==> config.mk <==
export PLATFORM = sky130hd
export DESIGN_NAME = tpd_port_data
export DESIGN_NICKNAME = d
export VERILOG_FILES = /design/src/tpd_pkg.sv /design/src/tpd_port_data.sv /design/src/tpd_sync2.sv
export VERILOG_INCLUDE_DIRS = /design/src /design/src/src
export SDC_FILE = /design/constraint.sdc
export NUM_CORES = 1
export LEC_CHECK = 0
export BUFFER_PORTS_ARGS = -buffer_cell sky130_fd_sc_hd__buf_2
export CAP_MARGIN = 20
export CORE_ASPECT_RATIO = 0.8
export CORE_MARGIN = 2
export CORE_UTILIZATION = 45
export CTS_BUF_LIST = sky130_fd_sc_hd__clkbuf_4 sky130_fd_sc_hd__clkbuf_8
export CTS_CLUSTER_DIAMETER = 120
export CTS_CLUSTER_SIZE = 24
export DETAILED_ROUTE_END_ITERATION = 12
export PLACE_DENSITY = 0.78
export SYNTH_ARGS = -nofsm -noshare
export SYNTH_HDL_FRONTEND = slang
export SYNTH_SLANG_ARGS = --single-unit
export TNS_END_PERCENT = 1
==> constraint.sdc <==
create_clock -name mclk -period 1.3 [get_ports mclk]
set_input_delay 0.065 -clock mclk [delete_from_list [all_inputs] [get_ports mclk]]
set_output_delay 0.065 -clock mclk [all_outputs]
set_load 0.03 [all_outputs]
==> src/tpd_defs.svh <==
// Constants for the two-port pin data block: offsets, widths, reset values.
// Assumes inclusion by its bare name from the block's design files.
`ifndef TPD_DEFS_SVH
`define TPD_DEFS_SVH

// Register word and pin counts
`define TPD_REG_W         16
`define TPD_FIRST_PINS    10
`define TPD_SECOND_PINS   16
`define TPD_ADDR_W        8

// Register offsets on the plain register port
`define TPD_OFS_FIRST_DATA   8'h00
`define TPD_OFS_SECOND_DATA  8'h04
`define TPD_OFS_FIRST_LEVEL  8'h08
`define TPD_OFS_SECOND_LEVEL 8'h0c
`define TPD_OFS_FIRST_DRIVE  8'h10
`define TPD_OFS_SECOND_DRIVE 8'h14

// Reset values
`define TPD_DATA_RST      16'h0000
`define TPD_READ_IDLE     16'h0000

// Synchroniser depth on pin inputs
`define TPD_SYNC_STAGES   2

`endif

==> src/tpd_pkg.sv <==
// Types shared by the two-port pin data block.
// Assumes the constants header is compiled alongside.
package tpd_pkg;

  // Register select, one-hot
  typedef enum logic [6:0] {
    TPD_SEL_NONE         = 7'h01,
    TPD_SEL_FIRST_DATA   = 7'h02,
    TPD_SEL_SECOND_DATA  = 7'h04,
    TPD_SEL_FIRST_LEVEL  = 7'h08,
    TPD_SEL_SECOND_LEVEL = 7'h10,
    TPD_SEL_FIRST_DRIVE  = 7'h20,
    TPD_SEL_SECOND_DRIVE = 7'h40
  } tpd_reg_sel_t;

  typedef logic [15:0] tpd_word_t;

endpackage : tpd_pkg

==> src/tpd_port_data.sv <==
// Data registers for two general-purpose pin ports (10-pin and 16-pin).
// Assumes direction and function-select bits come from configuration
// logic on mclk, and pin levels arrive asynchronously from the board.
//
// Summary of operation
// First port: ten pins, 16-bit register, bits 9..0 map to same pins.
// Second port: sixteen pins, 16-bit register, bits 15..0 map to pins.
// Direction 1 and general output: pin driven with written register bit.
// General output read returns stored register bit, not pin level.
// General input read returns current pin level, not stored bit.
// General input write stores the bit, pin stays undriven.
// Direction 0, other function: read pin level, write stored only.
// Direction 1, other function: read stored bit, write stored only.
// First port bits 15..10 read zero; software writes zero there.
// Direction and function select are inputs; data clears on reset.
//
// Added by the designer: the address-and-strobe port and the register offsets.
`timescale 1ns/100ps
`include "tpd_defs.svh"
module tpd_port_data #(
  parameter int FIRST_PINS  = `TPD_FIRST_PINS,
  parameter int SECOND_PINS = `TPD_SECOND_PINS,
  parameter int ADDR_W      = `TPD_ADDR_W
) (
  // Clock and reset
  input  wire logic                   mclk,
  input  wire logic                   rst,

  // Register port
  input  wire logic [ADDR_W-1:0]      reg_addr,
  input  wire logic [`TPD_REG_W-1:0]  reg_wr_data,
  input  wire logic                   reg_wr_en,
  input  wire logic                   reg_rd_en,
  output logic      [`TPD_REG_W-1:0]  reg_rd_data,

  // Configuration for the first port
  input  wire logic [FIRST_PINS-1:0]  first_port_direction_bits,
  input  wire logic [FIRST_PINS-1:0]  first_port_general_sel,

  // Configuration for the second port
  input  wire logic [SECOND_PINS-1:0] second_port_direction_bits,
  input  wire logic [SECOND_PINS-1:0] second_port_general_sel,

  // First port pins
  input  wire logic [FIRST_PINS-1:0]  first_port_pin_in,
  output logic      [FIRST_PINS-1:0]  first_port_pin_out,
  output logic      [FIRST_PINS-1:0]  first_port_pin_oe,

  // Second port pins
  input  wire logic [SECOND_PINS-1:0] second_port_pin_in,
  output logic      [SECOND_PINS-1:0] second_port_pin_out,
  output logic      [SECOND_PINS-1:0] second_port_pin_oe
);

  // Address decode, shared by the write and read paths
  function automatic tpd_pkg::tpd_reg_sel_t decode_addr(
    input logic [ADDR_W-1:0] addr
  );
    tpd_pkg::tpd_reg_sel_t sel;
    sel = tpd_pkg::TPD_SEL_NONE;
    case (addr)
      ADDR_W'(`TPD_OFS_FIRST_DATA):   sel = tpd_pkg::TPD_SEL_FIRST_DATA;
      ADDR_W'(`TPD_OFS_SECOND_DATA):  sel = tpd_pkg::TPD_SEL_SECOND_DATA;
      ADDR_W'(`TPD_OFS_FIRST_LEVEL):  sel = tpd_pkg::TPD_SEL_FIRST_LEVEL;
      ADDR_W'(`TPD_OFS_SECOND_LEVEL): sel = tpd_pkg::TPD_SEL_SECOND_LEVEL;
      ADDR_W'(`TPD_OFS_FIRST_DRIVE):  sel = tpd_pkg::TPD_SEL_FIRST_DRIVE;
      ADDR_W'(`TPD_OFS_SECOND_DRIVE): sel = tpd_pkg::TPD_SEL_SECOND_DRIVE;
      default:                        sel = tpd_pkg::TPD_SEL_NONE;
    endcase
    return sel;
  endfunction : decode_addr

  // A pin is driven only as a general-purpose output
  function automatic logic drives_pin(
    input logic dir_bit,
    input logic general_bit
  );
    return dir_bit & general_bit;
  endfunction : drives_pin

  // Decoded selects
  tpd_pkg::tpd_reg_sel_t         wr_sel;
  tpd_pkg::tpd_reg_sel_t         rd_sel;

  // Stored data bits
  logic [FIRST_PINS-1:0]         first_data_r;
  logic [SECOND_PINS-1:0]        second_data_r;

  // Synchronised pin levels
  logic [FIRST_PINS-1:0]         first_level;
  logic [SECOND_PINS-1:0]        second_level;

  // Output enables
  logic [FIRST_PINS-1:0]         first_oe_r;
  logic [SECOND_PINS-1:0]        second_oe_r;
  logic [FIRST_PINS-1:0]         first_oe_nxt;
  logic [SECOND_PINS-1:0]        second_oe_nxt;

  // Per-bit read values of the data registers
  logic [FIRST_PINS-1:0]         first_view;
  logic [SECOND_PINS-1:0]        second_view;

  // Read word assembly
  tpd_pkg::tpd_word_t            rd_word;
  tpd_pkg::tpd_word_t            rd_data_r;

  assign wr_sel = reg_wr_en ? decode_addr(reg_addr) : tpd_pkg::TPD_SEL_NONE;
  assign rd_sel = reg_rd_en ? decode_addr(reg_addr) : tpd_pkg::TPD_SEL_NONE;

  // Pin inputs cross into mclk before any read path sees them
  tpd_sync2 #(
    .W        (FIRST_PINS)
  ) u_first_sync (
    .mclk     (mclk),
    .rst      (rst),
    .async_in (first_port_pin_in),
    .sync_out (first_level)
  );

  tpd_sync2 #(
    .W        (SECOND_PINS)
  ) u_second_sync (
    .mclk     (mclk),
    .rst      (rst),
    .async_in (second_port_pin_in),
    .sync_out (second_level)
  );

  // First port data: writes always stored; upper bits dropped
  always_ff @(posedge mclk) begin
    if (rst) begin
      first_data_r <= FIRST_PINS'(`TPD_DATA_RST);
    end else if (wr_sel == tpd_pkg::TPD_SEL_FIRST_DATA) begin
      first_data_r <= reg_wr_data[FIRST_PINS-1:0];
    end
  end

  // Second port data: writes always stored
  always_ff @(posedge mclk) begin
    if (rst) begin
      second_data_r <= SECOND_PINS'(`TPD_DATA_RST);
    end else if (wr_sel == tpd_pkg::TPD_SEL_SECOND_DATA) begin
      second_data_r <= reg_wr_data[SECOND_PINS-1:0];
    end
  end

  // Enables follow the configuration, one cycle later
  always_comb begin
    first_oe_nxt  = '0;
    second_oe_nxt = '0;
    for (int i = 0; i < FIRST_PINS; i++) begin
      first_oe_nxt[i] = drives_pin(first_port_direction_bits[i],
                                   first_port_general_sel[i]);
    end
    for (int j = 0; j < SECOND_PINS; j++) begin
      second_oe_nxt[j] = drives_pin(second_port_direction_bits[j],
                                    second_port_general_sel[j]);
    end
  end

  always_ff @(posedge mclk) begin
    if (rst) begin
      first_oe_r  <= '0;
      second_oe_r <= '0;
    end else begin
      first_oe_r  <= first_oe_nxt;
      second_oe_r <= second_oe_nxt;
    end
  end

  // Pin value is the stored bit; it reaches the wire only when enabled
  assign first_port_pin_out  = first_data_r;
  assign second_port_pin_out = second_data_r;
  assign first_port_pin_oe   = first_oe_r;
  assign second_port_pin_oe  = second_oe_r;

  // Read view of the first port, bit by bit
  genvar gf;
  generate
    for (gf = 0; gf < FIRST_PINS; gf++) begin : g_first_view
      // Direction 1 reads the store, direction 0 reads the pin
      assign first_view[gf] = first_port_direction_bits[gf] ?
                              first_data_r[gf] :
                              first_level[gf];
    end
  endgenerate

  // Read view of the second port, bit by bit
  genvar gs;
  generate
    for (gs = 0; gs < SECOND_PINS; gs++) begin : g_second_view
      assign second_view[gs] = second_port_direction_bits[gs] ?
                               second_data_r[gs] :
                               second_level[gs];
    end
  endgenerate

  // Read word for the selected register; unmapped reads give zero
  always_comb begin
    rd_word = tpd_pkg::tpd_word_t'(`TPD_READ_IDLE);
    case (rd_sel)
      tpd_pkg::TPD_SEL_FIRST_DATA: begin
        rd_word[FIRST_PINS-1:0] = first_view;
      end
      tpd_pkg::TPD_SEL_SECOND_DATA: begin
        rd_word[SECOND_PINS-1:0] = second_view;
      end
      tpd_pkg::TPD_SEL_FIRST_LEVEL: begin
        rd_word[FIRST_PINS-1:0] = first_level;
      end
      tpd_pkg::TPD_SEL_SECOND_LEVEL: begin
        rd_word[SECOND_PINS-1:0] = second_level;
      end
      tpd_pkg::TPD_SEL_FIRST_DRIVE: begin
        rd_word[FIRST_PINS-1:0] = first_oe_r;
      end
      tpd_pkg::TPD_SEL_SECOND_DRIVE: begin
        rd_word[SECOND_PINS-1:0] = second_oe_r;
      end
      tpd_pkg::TPD_SEL_NONE: begin
        rd_word = tpd_pkg::tpd_word_t'(`TPD_READ_IDLE);
      end
      default: begin
        rd_word = tpd_pkg::tpd_word_t'(`TPD_READ_IDLE);
      end
    endcase
  end

  // Read data stands only in the cycle after the strobe
  always_ff @(posedge mclk) begin
    if (rst) begin
      rd_data_r <= tpd_pkg::tpd_word_t'(`TPD_READ_IDLE);
    end else if (reg_rd_en) begin
      rd_data_r <= rd_word;
    end else begin
      rd_data_r <= tpd_pkg::tpd_word_t'(`TPD_READ_IDLE);
    end
  end

  assign reg_rd_data = rd_data_r;

endmodule : tpd_port_data

==> src/tpd_sync2.sv <==
// Two flip-flop synchroniser for a vector of pin levels.
// Assumes each bit is an independent level from outside the mclk domain.
`timescale 1ns/100ps
module tpd_sync2 #(
  parameter int W = 16
) (
  // Clock and reset
  input  wire logic         mclk,
  input  wire logic         rst,
  // Asynchronous levels in, synchronised levels out
  input  wire logic [W-1:0] async_in,
  output logic      [W-1:0] sync_out
);

  logic [W-1:0] meta_r;
  logic [W-1:0] sync_r;

  // First stage feeds only the second stage
  always_ff @(posedge mclk) begin
    if (rst) begin
      meta_r <= '0;
      sync_r <= '0;
    end else begin
      meta_r <= async_in;
      sync_r <= meta_r;
    end
  end

  assign sync_out = sync_r;

endmodule : tpd_sync2

Yosys cells after proc, flatten, opt, wreduce, memory -nomap -nowiden
Index checks and enable logic that the tools add are counted.
{"block": "word_totals", "in_bits": 106, "mem_bits_rw": 0, "memories": 0, "latch_bits": 0, "out_inout_bits": 68, "wordCells": 82, "reg_bits": 120, "rom_bits": 0}
{"block": "op_classes", "shift": 0, "div_mod_pow": 0, "n_bitwise": 27, "add_sub_neg": 0, "n_reduce_logical": 2, "n_lt_le_gt_ge": 0, "n_mul": 0, "muxes": 31, "n_eq_ne": 13}
{"cell": "$pmux W10 S6", "count": 1}
{"cell": "$pmux W7 S6", "count": 1}
{"cell": "$and A1 B1 Y1", "count": 26}
{"cell": "$mux W1", "count": 26}
{"cell": "$pmux W6 S3", "count": 1}
{"cell": "$eq A8 B4 Y1 const B", "count": 2}
{"cell": "$eq A8 B5 Y1 const B", "count": 2}
{"cell": "$eq A7 B2 Y1 const B", "count": 2}
{"cell": "$eq A7 B3 Y1 const B", "count": 2}
{"cell": "$mux W7", "count": 2}
{"cell": "$eq A8 B3 Y1 const B", "count": 1}
{"cell": "$logic_not A8 Y1", "count": 1}
{"cell": "$eq A7 B4 Y1 const B", "count": 1}
{"cell": "$eq A7 B5 Y1 const B", "count": 1}
{"cell": "$eq A7 B6 Y1 const B", "count": 1}
{"cell": "$eq A7 B7 Y1 const B", "count": 1}
{"cell": "$reduce_or A2 Y1", "count": 1}
{"cell": "$not A1 Y1", "count": 1}

Logic depth before layout (Yosys ltp)
{"block": "logic_depth", "word_depth": 5, "depth_mapped": 7, "mapped_depth_nobuf": 4}

Cells and area by module
From an unflattened synthesis, not the netlist that was laid out.
{"block": "hier_totals", "cells_unflattened": 427, "area_unflattened_um2": 4514.3}
{"mod": "tpd_port_data", "seq_area_each_um2": 1361.3, "area_per_inst_um2": 3032.9, "cells_each": 318, "instances": 1}
{"mod": "tpd_sync2 (u_second_sync)", "seq_area_each_um2": 640.6, "area_per_inst_um2": 863.3, "cells_each": 67, "instances": 1}
{"mod": "tpd_sync2 (u_first_sync)", "seq_area_each_um2": 400.4, "area_per_inst_um2": 618.1, "cells_each": 42, "instances": 1}

Least setup slack after synthesis
No wires, ideal clock.
{"block": "synth_path", "kind": "input to register", "start": "input reg_addr[2]", "end": "register rd_data_r[0], in the netlist reg_rd_data[0]", "t_arrival_ps": 1175, "setup_time_ps": 69, "path_buffers": 2, "cell_stages": 6, "slack_ps": 56, "required_ps": 1231, "path_cell_list": "buf_2 or4b_1 buf_2 o22ai_1 o211ai_1 o21ai_1"}
{"block": "synth_via", "elab_chain_len": 5, "elab_cells_between_ends": 15, "classes_between": "11 x eq/ne; 3 x mux; 1 x reduce/logical"}
{"item": "from (decl)", "line": "tpd_port_data.sv:30", "rtl": "input wire logic [ADDR_W-1:0] reg_addr,"}
{"item": "$eq A8 B5 Y1, or another cell as far along", "line": "tpd_port_data.sv:61", "rtl": "case (addr)"}
{"item": "$pmux W7 S6 (*)", "line": "tpd_port_data.sv:61"}
{"item": "$mux W7 (*)", "line": "tpd_port_data.sv:108", "rtl": "assign rd_sel = reg_rd_en ? decode_addr(reg_addr) : tpd_pkg::TPD_SEL_NONE;"}
{"item": "$eq A7 B7 Y1, or another cell as far along", "line": "tpd_port_data.sv:201", "rtl": "case (rd_sel)"}
{"item": "$pmux W10 S6 (*)", "line": "tpd_port_data.sv:201"}
{"item": "to (signal assigned)", "line": "tpd_port_data.sv:232", "rtl": "rd_data_r <= tpd_pkg::tpd_word_t'(`TPD_READ_IDLE);"}
{"item": "to (signal assigned)", "line": "tpd_port_data.sv:234", "rtl": "rd_data_r <= rd_word;"}
{"item": "to (signal assigned)", "line": "tpd_port_data.sv:236", "rtl": "rd_data_r <= tpd_pkg::tpd_word_t'(`TPD_READ_IDLE);"}
{"item": "to (decl)", "line": "tpd_port_data.sv:105", "rtl": "tpd_pkg::tpd_word_t rd_data_r;"}
Every way passes the cells marked *; elsewhere a longest branch is shown, timed or not.
A chain may end at the register's enable or synchronous reset.

Worst setup path in the final report
{"block": "layout_path", "start": "input first_port_general_sel[2]", "end": "register first_oe_r[2], in the netlist first_port_pin_oe[2]"}
{"block": "layout_via", "elab_chain_len": 1}
{"item": "from (decl)", "line": "tpd_port_data.sv:38", "rtl": "input wire logic [FIRST_PINS-1:0] first_port_general_sel,"}
{"item": "$and A1 B1 Y1", "line": "tpd_port_data.sv:78", "rtl": "return dir_bit & general_bit;"}
{"item": "to (signal assigned)", "line": "tpd_port_data.sv:166", "rtl": "first_oe_r <= first_oe_nxt;"}
{"item": "to (decl)", "line": "tpd_port_data.sv:94", "rtl": "logic [FIRST_PINS-1:0] first_oe_r;"}
No other way between the ends.

==> flow_summary_export.csv <==
group,metric,value,unit
critical_path,critPathTopFamily,"buffers and inverters",
critical_path,reg2reg_from,"first_port_pin_out[2]",
logic_synthesis,mappedNetlistNets,546,
timing,maxSlewHeadroom,46.3,%
logic_synthesis,synth-edff-count,0,
power_and_ir_drop,p_seq_share,48.4,%
die,initial_standard_cell_utilization_of_the_core,47.0,%
logic_synthesis,syn_inst,440,
cts,root_buffer_master,"clkbuf_8",
logic_synthesis,ys_warns,0,
critical_path,arrival,1.45,ns
cts,postCtsHoldBufs,94,
global_routing,grt_busiest_layer,"met2",
timing,post-route-period-util,89.1,%
global_routing,grt_first_pass_wirelength,21.6,mm
die,number_of_ports_placed_on_the_die_boundary,174,
global_routing,grt_util_met2,44.2,%
cts,clock-sinks,120,
global_routing,grt_util_met1,32.6,%
power_and_ir_drop,net-switching-power,1.96,mW
logic_synthesis,postSynthRegisterBits,120,
critical_path,critPathSlowestCell,"dlygate4sd3_1",
final_layout,mostFrequentLayoutCells,"172 x buf_2, 120 x dfxtp_1, 94 x dlygate4sd3_1, 60 x nand2_1, 54 x nor2b_1",
global_routing,global_route.usage.total,26.9,%
final_layout,most_common_library_cell_in_the_layout_ignoring_fill_and_taps,"buf_2",
logic_synthesis,synth_async_sr_flop_share,0,%
global_routing,globalRoute.totalOverflow,0,
timing,final_hold_violation_count,0,
global_routing,pin_count_of_the_biggest_net_entering_global_routing,105,
place,dp_slack,-0.0863,ns
logic_synthesis,sequential_to_total_area_share_from_yosys_stat,55.6,%
drt,detail-route-antenna-nets,0,
die,die_area,10400,um2
min_path,hold_path.startpoint,"rst",
power_and_ir_drop,cellLeakagePower,2.97,nW
global_routing,antenna_found_initial,1,
drt,detail_route.wl_per_cell,16.9,um
critical_path,worst_setup_path_startpoint,"first_port_general_sel[2]",
logic_synthesis,avg_synthesized_cell_area,9.82,um2
power_and_ir_drop,pwr-share-clk,41.0,%
power_and_ir_drop,power_density,1190,nW/um2
critical_path,critical_path.endpoint_type,"flop",
timing,timing.clock.skew,0.00804,ns
cts,cts_setup_buffers,0,
global_routing,use_met3,6.68,%
timing,maxClockFrequency,0.863,GHz
place,gp_congestion,0.954,
timing,timing.final.ws_setup,0.141,ns
timing,tightest_slew,0.804,ns
critical_path,crit_path_max_fanout,1,
cts,cts_htree_levels,4,
die,placeableCoreArea,9190,um2
power_and_ir_drop,power.share.switching,24.7,%
drt,post_drt_via_cell_ratio,5.09,
cts,tritoncts.num_buffers,17,
drt,detail_route.iter0.violations,345,
drt,drc_errors,0,
timing,final_period_minus_worst_setup_slack,1.16,ns
place,detailed_place_hpwl,9.07,mm
die,dieWidth,114,um
drt,wl,14.2,mm
critical_path,cpMostUsedCell,"dlygate4sd3_1",
final_layout,n_fill_cell,687,
drt,dr_total_vias,4297,
critical_path,timing.critical_path.required,1.59,ns
power_and_ir_drop,intPower,5.97,mW
logic_synthesis,synth_cell_type_count,32,
power_and_ir_drop,combinational_fraction_of_design_power,10.6,%
timing,final_max_slew_viol_count,0,
logic_synthesis,synthFlopType,"dfxtp_1",
logic_synthesis,netlist_area,4320,um2
timing,finalSetupViolCount,0,
outcome,status,"finished clean",
critical_path,worstSetupStartpointType,"input port",
cts,cts_max_path_buffers,2,
job,cap_violations,0,
power_and_ir_drop,power,7.94,mW
final_layout,flow.area_growth_from_synthesis,54.8,%
cts,cts_resized,0,
power_and_ir_drop,worst_ir_drop_vdd,774,uV
min_path,worst_hold_path_type,"input port to flop",
timing,grt_setup_unrepaired,"false",
critical_path,timing_worst_setup_path_type,"input port to flop",
die,row_count,31,
final_layout,fin_nets,821,
global_routing,vias_in_the_first_global_route,4178,
cts,clk-insertion-delay-late,0.41,ns
critical_path,worstPathCellList,"dlygate4sd3_1 > buf_2 > nand2_1 > dlygate4sd3_1 > nor2_1",
final_layout,layout-drive-gt1-share,32.0,%
place,count_of_buffers_from_port_buffering,173,
critical_path,count_of_buffer_and_inverter_cells_on_the_critical_path,3,
drt,1st_pass_router_iterations,5,
critical_path,slowest_delay,0.56,ns
die,die_height,91.7,um
cts,tritoncts,"yes",
cts,clkTransAtPathRegs,0.08,ns
[Yosys cell counts (2+ instances only)]
library cell / n / area share (%)
a21oi_1: 15 / 1.7
a22oi_1: 16 / 2.8
buf_1: 2 / 0.17
buf_2: 5 / 0.58
buf_6: 2 / 0.52
clkbuf_1: 16 / 1.4
dfxtp_1: 120 / 56
mux2_2: 6 / 1.6
mux2i_1: 40 / 9.3
nand2_1: 60 / 5.2
nand2b_1: 6 / 0.87
nor2_1: 42 / 3.6
nor2b_1: 54 / 7.8
nor3_1: 2 / 0.23
o211ai_1: 10 / 1.7
o21ai_0: 13 / 1.5
o21ai_1: 7 / 0.81
o22ai_1: 10 / 1.4
[through the flow]
| stage | instances | area [um2] | setup TNS [ns] | util [%] | hold slack [ns] |
|---|---|---|---|---|---|
| 3_5_place_dp | 717 | 5360 | -1.86 | 58.3 | 0.277 |
| 4_1_cts | 843 | 6690 | 0 | 72.8 | 0.110 |
| 5_1_grt | 844 | 6690 | 0 | 72.8 | 0.152 |
| 6_report | 844 | 6690 | 0 | 72.8 | 0.137 |
| 2_1_floorplan | 440 | 4320 | 0 | - | 0.179 |
| 3_3_place_gp | 717 | 5360 | -0.617 | 58.3 | 0.273 |
[power by group through the flow]
stage          combinational (mW)  sequential [mW]  clock [mW]
4_1_cts                     0.813             3.83        3.30
2_1_floorplan               0.232             3.97           0
3_3_place_gp                0.586             3.91           0
6_report                    0.842             3.84        3.26
3_5_place_dp                0.597             3.92           0
5_1_grt                     0.896             3.84        3.47
[layout make-up]
cell class	count	area (um2)	area share [%]
Sequential cell	120	2400	35.9
Timing Repair Buffer	283	1970	29.4
Multi-Input combinational cell	293	1780	26.7
Clock buffer	18	241	3.61
Clock inverter	14	149	2.23
Tap cell	115	144	2.15
Antenna cell	1	2.50	0.0374
[flip-flops by register name, indices dropped and copies added (netlist names)]
| register | cells |
|---|---|
| first_port_pin_out | 10 |
| reg_rd_data | 16 |
| u_second_sync.sync_out | 16 |
| u_first_sync.meta_r | 10 |
| u_first_sync.sync_out | 10 |
| first_port_pin_oe | 10 |
| second_port_pin_out | 16 |
| u_second_sync.meta_r | 16 |
| second_port_pin_oe | 16 |
[path summary, 6_finish.rpt]
check | to | slack (ns) | cells past startpoint
max | first_port_pin_oe[2] | 0.14 | 5
min | reg_rd_data[10] | 0.14 | 4
max reg2reg | reg_rd_data[2] | 0.16 | 4
min reg2reg | u_first_sync.sync_out[1] | 0.44 | 1
[cell families after synthesis]
logic type,count (synthesis),share of synthesized area (%)
buffers and inverters,27,3.13
AND/OR/NAND/NOR,175,20.2
flip-flops,120,55.6
AO/OA/AOI/OAI,72,10.2
multiplexers,46,10.8
[worst min-delay path: cells and delay by family]
family,cells,cell delay (ns)
buf+inv,1,0.12
simple gates,3,0.30
[metal layers]
layer | wire length, um | up-vias
met5 | 0 | -
met4 | 588 | 0
met2 | 6700 | 243
li1 | - | 2039
met3 | 937 | 53
met1 | 6000 | 1962
Power figures use the tool's default switching activity.
